--- src/design/ubt_consts.vh ---
// Register map, field positions and reset values of the serial port
`ifndef UBT_CONSTS_VH
`define UBT_CONSTS_VH

// Register indices on the plain register port
`define UBT_A_MODE     3'h0
`define UBT_A_STAT     3'h1
`define UBT_A_TXDATA   3'h2
`define UBT_A_RXDATA   3'h3
`define UBT_A_DIVISOR  3'h4
`define UBT_A_CARD     3'h5

// serial_mode_control fields
`define UBT_M_PORT_EN  15
`define UBT_M_SIDL     13
`define UBT_M_INFRARED_ENABLE     12
`define UBT_M_HSMODE   11
`define UBT_M_PINEN_HI 9
`define UBT_M_PINEN_LO 8
`define UBT_M_HSBAUD   3
`define UBT_M_PD_HI    2
`define UBT_M_PD_LO    1
`define UBT_M_STOP2    0
`define UBT_MODE_WMASK 16'hBB0F

// serial_status_control fields
`define UBT_S_TXIM1    15
`define UBT_S_TXIM0    13
`define UBT_S_RXEN     12
`define UBT_S_BRK      11
`define UBT_S_TXEN     10
`define UBT_S_TXBF     9
`define UBT_S_TRMT     8
`define UBT_S_RXIM_HI  7
`define UBT_S_RXIM_LO  6
`define UBT_S_RIDLE    4
`define UBT_S_PARITY_ERROR_FLAG     3
`define UBT_S_FRAMING_ERROR_FLAG     2
`define UBT_S_OVERRUN_ERROR_FLAG     1
`define UBT_S_RXDA     0

// Reset values
`define UBT_MODE_RST   16'h0000
`define UBT_DIV_RST    16'h0000

// Timing counts: enable delay in core clock cycles, the rest in baud ticks or bits
`define UBT_TXEN_IRQ_DLY 2
`define UBT_IR_PULSE     4'h3
`define UBT_OS16_LAST    4'hF
`define UBT_OS4_LAST     4'h3
`define UBT_BRK_LEN      4'hE

`endif

--- src/design/ubt_uart.v ---
// Asynchronous serial port with baud generator, infrared codec and rx FIFO
//
// Contract
// - High-speed baud: clock over 4*(divisor+1)
// - Divisor write clears the baud timer
// - Transmit enable raises tx interrupt three cycles later
// - 8-bit byte loads shifter; starts next baud tick
// - Data queued while disabled starts on enable
// - Tx interrupt follows transmit interrupt mode
// - 9-bit mode: only word writes load nine bits
// - Break: dummy write starts break, value ignored
// - Break done clears request, sends next char
// - Receive enable at status bit 12
// - Rx interrupt per receive interrupt mode
// - Overrun flag stays until software clears
// - Rx data read pops FIFO with flags
// - Infrared modes only with 16x baud
// - Pin field 11 drives 16x clock on rts; rts held low in high-speed mode
// - Infrared enable routes pins through codec
// - Card protocol bit selects T0 or T1
// - Port enable hands pins to the port
// - Stop-in-idle halts module in Idle
// - Handshake bit: simplex or flow-control rts
// - Pin field selects which pins are used
// - Standard baud: clock over 16*(divisor+1)
// - High-speed: 4 ticks per bit, else 16
// - Parity/data field and stop bit select
// - Tx interrupt modes 00, 10, 01
//
// Implementation choices: the address-and-strobe port and the placing of the registers.
`timescale 1ns/1ps
`include "ubt_consts.vh"

module ubt_uart #(
	parameter RXQ_DEPTH = 4,
	parameter RXQ_AW    = 2
) (
	// Clock and reset
	input  wire        i_core_clk,
	input  wire        i_rst,
	// Register port
	input  wire [2:0]  i_addr,
	input  wire [15:0] i_wdata,
	input  wire [1:0]  i_wr_be,
	input  wire        i_wr,
	input  wire        i_rd,
	output reg  [15:0] o_rdata,
	// System state
	input  wire        i_idle,
	// Line side
	input  wire        i_rx,
	input  wire        i_cts_n,
	output reg         o_tx,
	output reg         o_rts_n,
	output reg         o_tx_own,
	output reg         o_rx_own,
	output reg         o_rts_own,
	output reg         o_cts_own,
	// Events and card control
	output reg         o_tx_irq,
	output reg         o_rx_irq,
	output reg         o_card_t1
);

	function [15:0] ubt_merge;
		input [15:0] old_v;
		input [15:0] new_v;
		input [1:0]  be;
		begin
			ubt_merge = {be[1] ? new_v[15:8] : old_v[15:8],
				be[0] ? new_v[7:0] : old_v[7:0]};
		end
	endfunction

	reg  [15:0] mode_q;
	reg  [15:0] div_q;
	reg  [15:0] bcnt_q;
	reg  [1:0]  txim_q;
	reg  [1:0]  rxim_q;
	reg         rxen_q;
	reg         brk_q;
	reg         txen_q;
	reg         overrun_error_flag_q;
	reg         card_q;
	reg  [1:0]  txen_pipe_q;

	wire wr_mode = i_wr & (i_addr == `UBT_A_MODE);
	wire wr_stat = i_wr & (i_addr == `UBT_A_STAT);
	wire wr_txd  = i_wr & (i_addr == `UBT_A_TXDATA);
	wire wr_div  = i_wr & (i_addr == `UBT_A_DIVISOR);
	wire wr_card = i_wr & (i_addr == `UBT_A_CARD);
	wire rd_rxd  = i_rd & (i_addr == `UBT_A_RXDATA);

	wire [15:0] stat_w = ubt_merge({txim_q[1], 1'b0, txim_q[0], rxen_q,
		brk_q, txen_q, 2'b00, rxim_q, 6'h00}, i_wdata, i_wr_be);
	wire [1:0] pd    = mode_q[`UBT_M_PD_HI:`UBT_M_PD_LO];
	wire [1:0] pinen = mode_q[`UBT_M_PINEN_HI:`UBT_M_PINEN_LO];
	wire hs    = mode_q[`UBT_M_HSBAUD];
	wire ir_on = mode_q[`UBT_M_INFRARED_ENABLE] & ~hs;
	wire en    = mode_q[`UBT_M_PORT_EN];
	// Idle freeze keeps the bit counters and shifters where they stood; the baud timer is cleared
	wire run   = en & ~(mode_q[`UBT_M_SIDL] & i_idle);
	wire txen_rise = wr_stat & stat_w[`UBT_S_TXEN] & ~txen_q;
	wire txen_fall = wr_stat & ~stat_w[`UBT_S_TXEN] & txen_q;
	wire tick  = run & (bcnt_q == div_q);
	// 16 or 4 ticks per bit sets the overall divide by 16 or 4
	wire [3:0] os_last = hs ? `UBT_OS4_LAST : `UBT_OS16_LAST;

	// Baud timer; restarting it on enable lets queued data go at once
	always @(posedge i_core_clk or posedge i_rst)
	begin
		if (i_rst)
			bcnt_q <= 16'h0000;
		else if (wr_div | txen_rise | ~run)
			bcnt_q <= 16'h0000;
		else if (tick)
			bcnt_q <= 16'h0000;
		else
			bcnt_q <= bcnt_q + 16'h0001;
	end

	// Software registers
	always @(posedge i_core_clk or posedge i_rst)
	begin
		if (i_rst)
		begin
			mode_q <= `UBT_MODE_RST;
			div_q  <= `UBT_DIV_RST;
			txim_q <= 2'b00;
			rxim_q <= 2'b00;
			rxen_q <= 1'b0;
			txen_q <= 1'b0;
			card_q <= 1'b0;
			txen_pipe_q <= 2'b00;
		end
		else
		begin
			if (wr_mode)
				mode_q <= ubt_merge(mode_q, i_wdata, i_wr_be)
					& `UBT_MODE_WMASK;
			if (wr_div)
				div_q <= ubt_merge(div_q, i_wdata, i_wr_be);
			if (wr_card)
				card_q <= i_wr_be[0] ? i_wdata[0] : card_q;
			if (wr_stat)
			begin
				txim_q <= {stat_w[`UBT_S_TXIM1], stat_w[`UBT_S_TXIM0]};
				rxim_q <= stat_w[`UBT_S_RXIM_HI:`UBT_S_RXIM_LO];
				rxen_q <= stat_w[`UBT_S_RXEN];
				txen_q <= stat_w[`UBT_S_TXEN];
			end
			txen_pipe_q <= {txen_pipe_q[0], txen_rise};
		end
	end

	// Transmitter: one holding word ahead of the shifter
	reg  [8:0]  txbuf_q;
	reg         txbuf_full_q;
	reg         tx_busy_q;
	reg         tx_go_q;
	reg         tx_brkf_q;
	reg  [12:0] tx_sh_q;
	reg  [3:0]  tx_left_q;
	reg  [3:0]  tx_sub_q;
	reg         tx_ev_load;
	reg         tx_ev_done;

	wire nine = (pd == 2'b11);
	// A 9-bit character is only whole when both lanes are written
	wire tx_wr_ok = wr_txd & ~txbuf_full_q &
		(nine ? (i_wr_be == 2'b11) : i_wr_be[0]);
	wire cts_ok = (pinen != 2'b10) | ~i_cts_n;
	wire tx_start = txbuf_full_q & ~tx_busy_q & txen_q & run & cts_ok;
	wire tx_par = ^txbuf_q[7:0] ^ (pd == 2'b10);
	wire tx_last = tick & tx_go_q & (tx_sub_q == os_last) &
		(tx_left_q == 4'h1);

	always @(posedge i_core_clk or posedge i_rst)
	begin
		if (i_rst)
		begin
			txbuf_q      <= 9'h000;
			txbuf_full_q <= 1'b0;
			tx_busy_q    <= 1'b0;
			tx_go_q      <= 1'b0;
			tx_brkf_q    <= 1'b0;
			tx_sh_q      <= 13'h1FFF;
			tx_left_q    <= 4'h0;
			tx_sub_q     <= 4'h0;
			brk_q        <= 1'b0;
			tx_ev_load   <= 1'b0;
			tx_ev_done   <= 1'b0;
		end
		else
		begin
			tx_ev_load <= tx_start;
			tx_ev_done <= tx_last;
			if (wr_stat)
				brk_q <= stat_w[`UBT_S_BRK];
			else if (tx_last & tx_brkf_q)
				brk_q <= 1'b0;
			if (txen_fall)
			begin
				tx_busy_q    <= 1'b0;
				tx_go_q      <= 1'b0;
				txbuf_full_q <= 1'b0;
			end
			else if (tx_start)
			begin
				// Loaded at once; the line moves on the next tick
				tx_busy_q    <= 1'b1;
				tx_go_q      <= 1'b0;
				txbuf_full_q <= 1'b0;
				tx_brkf_q    <= brk_q;
				tx_sub_q     <= 4'h0;
				if (brk_q)
				begin
					// All thirteen low, the stop bit shifts in behind
					tx_sh_q   <= 13'h0000;
					tx_left_q <= `UBT_BRK_LEN;
				end
				else
				begin
					tx_left_q <= 4'hA + {3'b000, pd != 2'b00}
						+ {3'b000, mode_q[`UBT_M_STOP2]};
					if (nine)
						tx_sh_q <= {3'b111, txbuf_q, 1'b0};
					else if (pd == 2'b00)
						tx_sh_q <= {4'hF, txbuf_q[7:0], 1'b0};
					else
						tx_sh_q <= {3'b111, tx_par, txbuf_q[7:0], 1'b0};
				end
			end
			else if (tx_busy_q & tick)
			begin
				if (~tx_go_q)
					tx_go_q <= 1'b1;
				else if (tx_sub_q == os_last)
				begin
					tx_sub_q  <= 4'h0;
					tx_sh_q   <= {1'b1, tx_sh_q[12:1]};
					tx_left_q <= tx_left_q - 4'h1;
					if (tx_left_q == 4'h1)
					begin
						tx_busy_q <= 1'b0;
						tx_go_q   <= 1'b0;
					end
				end
				else
					tx_sub_q <= tx_sub_q + 4'h1;
			end
			if (tx_wr_ok)
			begin
				txbuf_q      <= nine ? i_wdata[8:0] : {1'b0, i_wdata[7:0]};
				txbuf_full_q <= 1'b1;
			end
		end
	end

	wire txd = (tx_busy_q & tx_go_q) ? tx_sh_q[0] : 1'b1;
	// Encoder sends a 3/16 bit pulse for each zero bit
	wire ir_txd = ~txd & (tx_sub_q < `UBT_IR_PULSE);

	// Receiver
	reg  [3:0]  ir_hold_q;
	reg         rx_busy_q;
	reg         rx_high_q;
	reg  [3:0]  rx_sub_q;
	reg  [3:0]  rx_cnt_q;
	reg  [11:0] rx_sh_q;
	reg  [10:0] rxq_mem [0:RXQ_DEPTH-1];
	reg  [RXQ_AW-1:0] rxq_wp_q;
	reg  [RXQ_AW-1:0] rxq_rp_q;
	reg  [RXQ_AW:0]   rxq_cnt_q;

	// Decoder stretches an incoming pulse into a low bit
	wire rx_line = ir_on ? ~(i_rx | (ir_hold_q != 4'h0)) : i_rx;
	wire [3:0] rx_n = 4'hA + {3'b000, pd != 2'b00};
	wire rx_smp = tick & rx_busy_q & (rx_sub_q == {1'b0, os_last[3:1]});
	wire rx_end = rx_smp & (rx_cnt_q == rx_n - 4'h1);
	wire [8:0] rx_dat = nine ? rx_sh_q[9:1] : {1'b0, rx_sh_q[8:1]};
	wire rx_parity_error_flag = (pd == 2'b01 || pd == 2'b10) &
		(^rx_sh_q[9:1] ^ (pd == 2'b10));
	wire rxq_full = (rxq_cnt_q == RXQ_DEPTH[RXQ_AW:0]);
	wire rxq_push = rx_end & ~rxq_full;
	wire rxq_pop  = rd_rxd & (rxq_cnt_q != {(RXQ_AW+1){1'b0}});
	wire overrun_error_flag_clr = wr_stat & i_wr_be[0] & ~i_wdata[`UBT_S_OVERRUN_ERROR_FLAG] & overrun_error_flag_q;
	wire [RXQ_AW:0] rxq_cnt_d = rxq_cnt_q
		+ {{RXQ_AW{1'b0}}, rxq_push} - {{RXQ_AW{1'b0}}, rxq_pop};
	wire [10:0] rxq_head = rxq_mem[rxq_rp_q];

	always @(posedge i_core_clk)
	begin
		if (rxq_push)
			rxq_mem[rxq_wp_q] <= {~rx_line, rx_parity_error_flag, rx_dat};
	end

	always @(posedge i_core_clk or posedge i_rst)
	begin
		if (i_rst)
		begin
			ir_hold_q <= 4'h0;
			rx_high_q <= 1'b1;
			rx_busy_q <= 1'b0;
			rx_sub_q  <= 4'h0;
			rx_cnt_q  <= 4'h0;
			rx_sh_q   <= 12'h000;
			rxq_wp_q  <= {RXQ_AW{1'b0}};
			rxq_rp_q  <= {RXQ_AW{1'b0}};
			rxq_cnt_q <= {(RXQ_AW+1){1'b0}};
			overrun_error_flag_q    <= 1'b0;
		end
		else
		begin
			if (ir_on & i_rx)
				ir_hold_q <= `UBT_OS16_LAST;
			else if (tick & (ir_hold_q != 4'h0))
				ir_hold_q <= ir_hold_q - 4'h1;
			// Start needs a fall, so a low stop bit opens no new frame
			if (tick)
				rx_high_q <= rx_line;
			// Overflow sets even against a clearing write
			if (rx_end & rxq_full)
				overrun_error_flag_q <= 1'b1;
			else if (overrun_error_flag_clr)
				overrun_error_flag_q <= 1'b0;
			if (overrun_error_flag_clr | ~rxen_q)
			begin
				rx_busy_q <= 1'b0;
				rxq_wp_q  <= {RXQ_AW{1'b0}};
				rxq_rp_q  <= {RXQ_AW{1'b0}};
				rxq_cnt_q <= {(RXQ_AW+1){1'b0}};
			end
			else
			begin
				if (~rx_busy_q & tick & ~rx_line & rx_high_q)
				begin
					rx_busy_q <= 1'b1;
					rx_sub_q  <= 4'h1;
					rx_cnt_q  <= 4'h0;
				end
				else if (rx_busy_q & tick)
				begin
					rx_sub_q <= (rx_sub_q == os_last) ? 4'h0
						: rx_sub_q + 4'h1;
					if (rx_smp)
					begin
						rx_sh_q[rx_cnt_q] <= rx_line;
						rx_cnt_q <= rx_cnt_q + 4'h1;
						// A start that is high again at midbit is noise
						if ((rx_cnt_q == 4'h0 & rx_line) | rx_end)
							rx_busy_q <= 1'b0;
					end
				end
				if (rxq_push)
					rxq_wp_q <= rxq_wp_q + {{(RXQ_AW-1){1'b0}}, 1'b1};
				if (rxq_pop)
					rxq_rp_q <= rxq_rp_q + {{(RXQ_AW-1){1'b0}}, 1'b1};
				rxq_cnt_q <= rxq_cnt_d;
			end
		end
	end

	// Registered pins, events and read data
	wire [15:0] stat_r = {txim_q[1], 1'b0, txim_q[0], rxen_q, brk_q, txen_q,
		txbuf_full_q, ~(txbuf_full_q | tx_busy_q), rxim_q, 1'b0,
		~rx_busy_q, rxq_head[9], rxq_head[10], overrun_error_flag_q,
		rxq_cnt_q != {(RXQ_AW+1){1'b0}}};

	always @(posedge i_core_clk or posedge i_rst)
	begin
		if (i_rst)
		begin
			o_rdata   <= 16'h0000;
			o_tx      <= 1'b1;
			o_rts_n   <= 1'b1;
			o_tx_own  <= 1'b0;
			o_rx_own  <= 1'b0;
			o_rts_own <= 1'b0;
			o_cts_own <= 1'b0;
			o_tx_irq  <= 1'b0;
			o_rx_irq  <= 1'b0;
			o_card_t1 <= 1'b0;
		end
		else
		begin
			case (i_addr)
				`UBT_A_MODE:    o_rdata <= i_rd ? mode_q : 16'h0000;
				`UBT_A_STAT:    o_rdata <= i_rd ? stat_r : 16'h0000;
				`UBT_A_RXDATA:  o_rdata <= i_rd ?
					{7'h00, rxq_head[8:0]} : 16'h0000;
				`UBT_A_DIVISOR: o_rdata <= i_rd ? div_q : 16'h0000;
				`UBT_A_CARD:    o_rdata <= i_rd ? {15'h0000, card_q}
					: 16'h0000;
				default:        o_rdata <= 16'h0000;
			endcase
			o_tx      <= ir_on ? ir_txd : txd;
			o_tx_own  <= en & txen_q;
			o_rx_own  <= en & rxen_q;
			o_rts_own <= en & (pinen != 2'b00);
			o_cts_own <= en & (pinen == 2'b10);
			if (pinen == 2'b11)
				o_rts_n <= ~hs & (bcnt_q <= {1'b0, div_q[15:1]});
			else if (mode_q[`UBT_M_HSMODE])
				o_rts_n <= ~(tx_busy_q | txbuf_full_q);
			else
				o_rts_n <= ~(rxen_q & ~rxq_full);
			o_tx_irq  <= txen_pipe_q[1] |
				(tx_ev_load & ~txim_q[0]) |
				(tx_ev_done & (txim_q == 2'b01) & ~txbuf_full_q);
			o_rx_irq  <= rxq_push & ((rxim_q == 2'b11) ?
				(rxq_cnt_d == RXQ_DEPTH[RXQ_AW:0]) :
				(rxim_q == 2'b10) ? (rxq_cnt_d == 3) : 1'b1);
			o_card_t1 <= card_q;
		end
	end

endmodule // ubt_uart

--- config.mk ---
export PLATFORM = sky130hd
export DESIGN_NAME = ubt_uart
export DESIGN_NICKNAME = d
export VERILOG_FILES = /design/src/design/ubt_uart.v
export VERILOG_INCLUDE_DIRS = /design/src /design/src/design
export SDC_FILE = /design/constraint.sdc
export NUM_CORES = 1
export LEC_CHECK = 0
export BUFFER_PORTS_ARGS = -buffer_cell sky130_fd_sc_hd__buf_2
export CORE_MARGIN = 4
export CORE_UTILIZATION = 35
export DETAILED_ROUTE_END_ITERATION = 8
export PLACE_DENSITY_LB_ADDON = 0.15
export SYNTH_ARGS = -nofsm -noshare
export SYNTH_HDL_FRONTEND = slang
export SYNTH_SLANG_ARGS = --single-unit
--- constraint.sdc ---
create_clock -name i_core_clk -period 8.9 [get_ports i_core_clk]
set_input_delay 0 -clock i_core_clk [delete_from_list [all_inputs] [get_ports i_core_clk]]
set_output_delay 0 -clock i_core_clk [all_outputs]
set_load 0.01 [all_outputs]
==> results of run 1 <==
[Yosys cell counts, types with 3 or more instances]
cell	n	area (um2)
dfrtp_1	128	3200
nand2_1	85	319
nor2_1	63	236
o21ai_0	53	265
inv_1	46	173
edfxtp_1	44	1320
mux2_2	41	462
ha_1	36	450
nand3_1	34	170
xnor2_1	28	245
a21oi_1	25	125
xor2_1	25	219
clkbuf_1	22	82.6
dfstp_2	16	420
and2_1	15	93.8
nor3_1	13	65.1
mux2i_1	12	120
mux4_2	12	270
and3_1	9	56.3
nor2b_1	9	56.3
o31ai_1	8	60.1
nand2b_1	7	43.8
nand3b_1	6	45.0
nor3b_1	6	45.0
buf_2	5	25.0
nor4_1	5	31.3
o21a_1	5	37.5
or3_1	5	31.3
a21o_1	4	30.0
a22oi_1	4	30.0
and4_1	4	35.0
buf_1	4	15.0
nand4_1	4	25.0
o211ai_1	4	30.0
a221o_1	3	30.0
a2bb2oi_1	3	26.3
a31oi_1	3	18.8
nand4b_1	3	26.3
nor4b_1	3	26.3
or4_1	3	22.5
[cell type report]
class                           count  area share, %
Timing Repair Buffer               77           4.70
Sequential cell                   188           46.4
Inverter                           47           1.70
Clock inverter                     15           1.22
Tap cell                          335           3.93
Clock buffer                       17           3.99
Multi-Input combinational cell    572           38.1
[cell families after synthesis]
group / count (synthesis)
adder cells (fa/ha/maj): 37
flip-flops: 188
multiplexers: 65
XOR/XNOR: 53
AND/OR/NAND/NOR: 286
buffers and inverters: 78
AO/OA/AOI/OAI: 131
[report_power, final]
group | total, W | leakage [nW] | internal [W] | switching [W]
clock | 0.000727 | 0.269 | 0.000367 | 0.000359
combinational | 0.000404 | 2.04 | 0.000186 | 0.000218
sequential | 0.00109 | 2.33 | 0.000992 | 0.000101
[metal layers]
| layer | global-route usage (%) | share of wire, % | wire [um] |
|---|---|---|---|
| met3 | 3.21 | 3.4 | 830 |
| met4 | 4.72 | 1.5 | 364 |
| met1 | 24.5 | 49 | 11900 |
| met2 | 26.5 | 45 | 11000 |
| met5 | 0 | 0.11 | 27 |
[sequential cells by signal (all words and copies together) (netlist names), 9 cells and up]
signal   flops
mode_q      10
div_q       16
rx_sh_q      9
bcnt_q      16
o_rdata     16
txbuf_q      9
rxq_mem     44
tx_sh_q     13
[metrics by stage]
stage                     instances  utilization, %  total power (W)
final                          1251            40.8          0.00222
after global routing           1251            40.8          0.00235
after CTS                      1251            40.8          0.00226
after detailed placement       1198            37.8          0.00151
after global placement         1198            37.8          0.00151
after floorplan                 838               -          0.00137
[what timing repair did]
item / in CTS / in global routing
setup endpoints to repair: 0 / 0
hold endpoints to repair: 127 / 0
hold buffers: 21 / 0
resized for setup: 0 / 0
[worst max-delay path, stage by stage (launching register included)]
cell and delay [ps]:
dfrtp_1 530, or3b_1 400, a211oi_2 560, nand2_1 140, nor4_2 460, inv_1 130
ha_1 290, inv_1 50, ha_1 120, inv_1 50, fa_1 380, xnor2_1 190
xnor2_1 120, nor4_1 190, a31oi_1 70, a21oi_1 160
[how the worst max path moves through the flow]
| stage | slack, ps | to | cells after the start | startpoint |
|---|---|---|---|---|
| final | 4960 | o_rx_irq | 15 | mode_q[3] |
| after global routing | 4480 | o_rx_irq | 15 | mode_q[3] |
| after CTS | 4960 | o_rx_irq | 15 | mode_q[3] |
| after detailed placement | 4970 | o_rx_irq | 15 | mode_q[3] |
| after global placement | 5090 | o_rx_irq | 15 | mode_q[3] |
| after floorplan | 5060 | bcnt_q[0] | 1 | i_rst |
==> flow_summary.yaml, run 1 <==
outcome:
  status: "completed"
timing:
  timing.final.crit_share_pct: 44.2
  holdWs_ps: 29.0
  period_minus_slack_ps: 3940
  worst_slew_pin_slew_ps: 965
  rsz0062_at_grt: "no"
  slew_violations: 0
  fmax_ghz: 0.254
  slew_headroom_pct: 34.8
  worst_slack_ps: 4960
  setup_violations: 0
  hold_viol_final: 0
  skew_ps: 15.2
  setup_tns_ps: 0
finish:
  final_cell_mix: "dfrtp_1, nand2_1, nor2_1"
  fillers: 2542
  drive_gt1_share_pct: 17.9
  antennaDiodeCount: 0
  final_common_cell: "dfrtp_1"
  stdcell_area_um2: 10700
  syn_to_final_growth_pct: 14.6
  final-seq-area_um2: 4940
  multi_input_area_um2: 4060
  nets: 968
route:
  final_antenna_net_count: 0
  wl_per_cell_um: 19.3
  drt_iter0_markers: 434
  drcViolationCount: 0
  first_pass_iters: 5
  viasPerCell: 5.17
  vias: 6467
  routed_wl_um: 24100
clock_tree:
  clkSinkCount: 188
  cts-root-buf: "clkbuf_16"
  cts_max_level: 4
  clk_pin_slew_ps: 70
  cts_buffer_depth: 2
  clk_latency_ps: 440
  cts-buffers-inserted: 17
  cts_setup_buffers: 0
  cts_tree: "built"
placement:
  gp_congestion: 0.826
  dpl_cell_area_um2: 9890
  place_ws_ps: 4970
  port_buffers: 52
  post-dp-hpwl_um: 17400
synth:
  yosys_register_bits: 188
  synth-seq-area-share_pct: 53.2
  synthSimpleGateAreaFrac_pct: 15.6
  synth_area_um2: 9300
  synth_mux_area_share_pct: 9.16
  synth_edf_count: 44
  yosysWarnings: 0
  synth_compound_area_share_pct: 8.83
  synth_cell_types: 67
  yosys.area_share.adder_pct: 5.06
  syn_area_per_cell_um2: 11.1
  synth_xor_area_share_pct: 4.99
  synth_top_flop_cell: "dfrtp_1"
  syn_nets: 903
  synth_top_family_by_area: "simple AND/OR/NAND/NOR gates"
  synth_cells: 838
  synthArstFlopShare_pct: 76.6
die:
  die_y_um: 171
  pin_count: 53
  dieArea_um2: 29200
  start_util_pct: 35.6
  placement_rows: 59
  core_um2: 26100
  fp.dieW_um: 171
worst_setup_path:
  cp-start-kind: "register"
  end_kind: "register"
  critPathKind: "reg -> reg"
  reg2reg_setup_slack_ps: 4960
  critPathRequiredTime_ps: 9260
  r2r_start: "mode_q[3]"
  reg2regPathDepth: 15
  arrival_ps: 4290
  reg2reg_to: "o_rx_irq"
  critPathMaxFanout: 11
global_routing:
  grt_usage_pct: 17.0
  grt_pass1_vias: 6495
  overflow: 0
  grt_pass1_wl_um: 38000
  grt_max_degree: 83
  antenna_found_initial: 2
power_and_ir_drop:
  p_leak_nw: 4.64
  irDropWorstVdd_uv: 139
  powerDensity_nw_per_um2: 209
min_path:
  worstHoldStart: "i_wr"
  hold_path.class: "in -> reg"
  min_to: "txen_pipe_q[0]"
  hold_depth: 3
flow_run:
  cap_viol_max_count: 0
Note: power is estimated with default switching activity, not from simulation.
==> run 2: changes to the inputs <==
==> constraint.sdc (replaced) <==
create_clock -name i_core_clk -period 3.3 [get_ports i_core_clk]
set_input_delay 0 -clock i_core_clk [delete_from_list [all_inputs] [get_ports i_core_clk]]
set_output_delay 0 -clock i_core_clk [all_outputs]
set_load 0.01 [all_outputs]
==> flow_summary.yaml, run 2 (synthesized netlist as in run 1, its figures left out) <==
power_and_ir_drop:
  power.internal_w: 0.00426
  sw_frac_of_total_pct: 31.2
  power.share.clock_pct: 33.0
  powerDensity_nw_per_um2: 555
  combPwrFrac_pct: 19.9
  irDropWorstVdd_uv: 356
  p_switching_w: 0.00193
  report.power.total_w: 0.00619
  p_leak_nw: 4.92
  seq_power_share_pct: 47.0
die:
  die_y_um: 171
  start_util_pct: 35.6
  core_um2: 26100
  pin_count: 53
  dieArea_um2: 29200
  placement_rows: 59
  fp.dieW_um: 171
finish:
  drive_gt1_share_pct: 23.3
  stdcell_area_um2: 11100
  final_cell_mix: "dfrtp_1, nand2_1, nor2_1"
  utilization_pct: 42.6
  regMostFlops: "rxq_mem"
  fillers: 2509
  syn_to_final_growth_pct: 19.8
  antennaDiodeCount: 0
  instances_no_fill: 1305
  largest_reg_flops: 44
  nets: 1022
  final_common_cell: "dfrtp_1"
global_routing:
  grt_max_degree: 145
  antenna_found_initial: 0
  grt_usage_pct: 17.4
  overflow: 0
  grt_pass1_wl_um: 38800
  grt_pass1_vias: 6708
flow_run:
  cap_viol_max_count: 0
clock_tree:
  cts_setup_buffers: 0
  clk_latency_ps: 440
  cts_tree: "built"
  cts_buffer_depth: 2
  cts_max_level: 4
  clk_pin_slew_ps: 80
  cts-root-buf: "clkbuf_16"
  clkSinkCount: 188
  cts-buffers-inserted: 17
outcome:
  status: "completed"
placement:
  post-dp-hpwl_um: 18000
  dp.cells: 1252
  gp_congestion: 0.842
  port_buffers: 52
  dpl_cell_area_um2: 10300
timing:
  setup_violations: 0
  timing.final.crit_share_pct: 97.6
  fmax_ghz: 0.311
  slew_headroom_pct: 35.6
  period_minus_slack_ps: 3220
  holdWs_ps: 20.5
  rsz0062_at_grt: "yes"
  slew_violations: 0
  hold_viol_final: 0
  skew_ps: 8.60
  worst_slew_pin_slew_ps: 963
route:
  first_pass_iters: 4
  wl_per_cell_um: 18.8
  final_antenna_net_count: 0
  viasPerCell: 5.02
  drcViolationCount: 0
  vias: 6557
  routed_wl_um: 24500
  drt_iter0_markers: 423
worst_setup_path:
  cp-start-kind: "register"
  arrival_ps: 3540
  critPathRequiredTime_ps: 3620
  cp_cell_sequence: "xnor2_1 -> nand4_1 -> or3_4 -> nor4_4 -> inv_1 -> ha_1 -> inv_1 -> ha_1 -> inv_1 -> fa_2 -> xnor2_1 -> xnor2_1 -> nor4_1 -> a31oi_1 -> a21oi_1"
  critPathKind: "reg -> reg"
  end_kind: "register"
  cp_slowest_stage_delay_ps: 410
  cpMaxStageDelayCell: "dfrtp_1"
  critPathMaxFanout: 4
min_path:
  hold_path.class: "in -> reg"
==> run 2: changes by cell type in the layout (fill, tap and decap cells not counted), sizes merged <==
cell      change
clkinvlp      +1
buf          +54
inv           -1
==> run 2: final timing paths <==
| path | endpoint | startpoint | slack (ps) | depth (start not counted) |
|---|---|---|---|---|
| worst max-delay path | o_rx_irq | div_q[10] | 80 | 15 |
| worst min-delay path | txen_pipe_q[0] | i_wr | 20 | 3 |
| worst max register to register | o_rx_irq | div_q[10] | 80 | 15 |
| worst min register to register | txen_pipe_q[1] | txen_pipe_q[0] | 360 | 0 |
| max in group asynchronous | tx_left_q[2] | i_rst | 2330 | 4 |
| min in group asynchronous | txbuf_q[4] | i_rst | 330 | 4 |
==> run 2: power by group through the flow <==
stage / clock network (W) / logic [W] / registers, W
after floorplan: 0 / 0.000790 / 0.00291
after global placement: 0 / 0.00122 / 0.00295
after detailed placement: 0 / 0.00122 / 0.00296
after CTS: 0.00210 / 0.00124 / 0.00291
after global routing: 0.00219 / 0.00140 / 0.00295
final: 0.00204 / 0.00123 / 0.00291
==> run 2: layout make-up <==
type / count / area, um2 / area share (%)
well taps: 335 / 419 / 3.76
flip-flops and latches: 188 / 4940 / 44.4
multi-input cells: 572 / 4100 / 36.8
clock inverters: 15 / 155 / 1.39
inverters: 47 / 180 / 1.62
repair buffers: 131 / 918 / 8.24
clock buffers: 17 / 425 / 3.82
==> run 2: through the flow <==
| step | setup TNS (ps) | setup slack [ps] |
|---|---|---|
| after floorplan | -71.9 | -71.9 |
| after global placement | 0 | 12.0 |
| after detailed placement | -20.8 | -20.8 |
| after CTS | 0 | 60.0 |
| after global routing | -204 | -204 |
| final | 0 | 80.1 |
==> run 2: timing repair <==
action,CTS,global route
hold buffers,21,0
pin swaps,3,0
setup endpoints to repair,1,2
endpoints found under the hold margin,178,0
gates resized for setup,0,3
==> run 2: metal layers <==
metal	vias up	GRT usage, %	wire (um)
li1	3199	-	-
met1	3243	25.5	12100
met2	94	26.8	11200
met3	21	3.33	889
met4	0	4.44	364
met5	-	0	0
==> run 2: worst max-delay path: cells and delay by family, from the launching register on <==
| kind | cells | cell delay (ps) |
|---|---|---|
| compound gates | 2 | 240 |
| xor+xnor | 3 | 540 |
| fa+ha+maj | 3 | 730 |
| buf+inv | 3 | 210 |
| flops | 1 | 410 |
| simple gates | 4 | 970 |
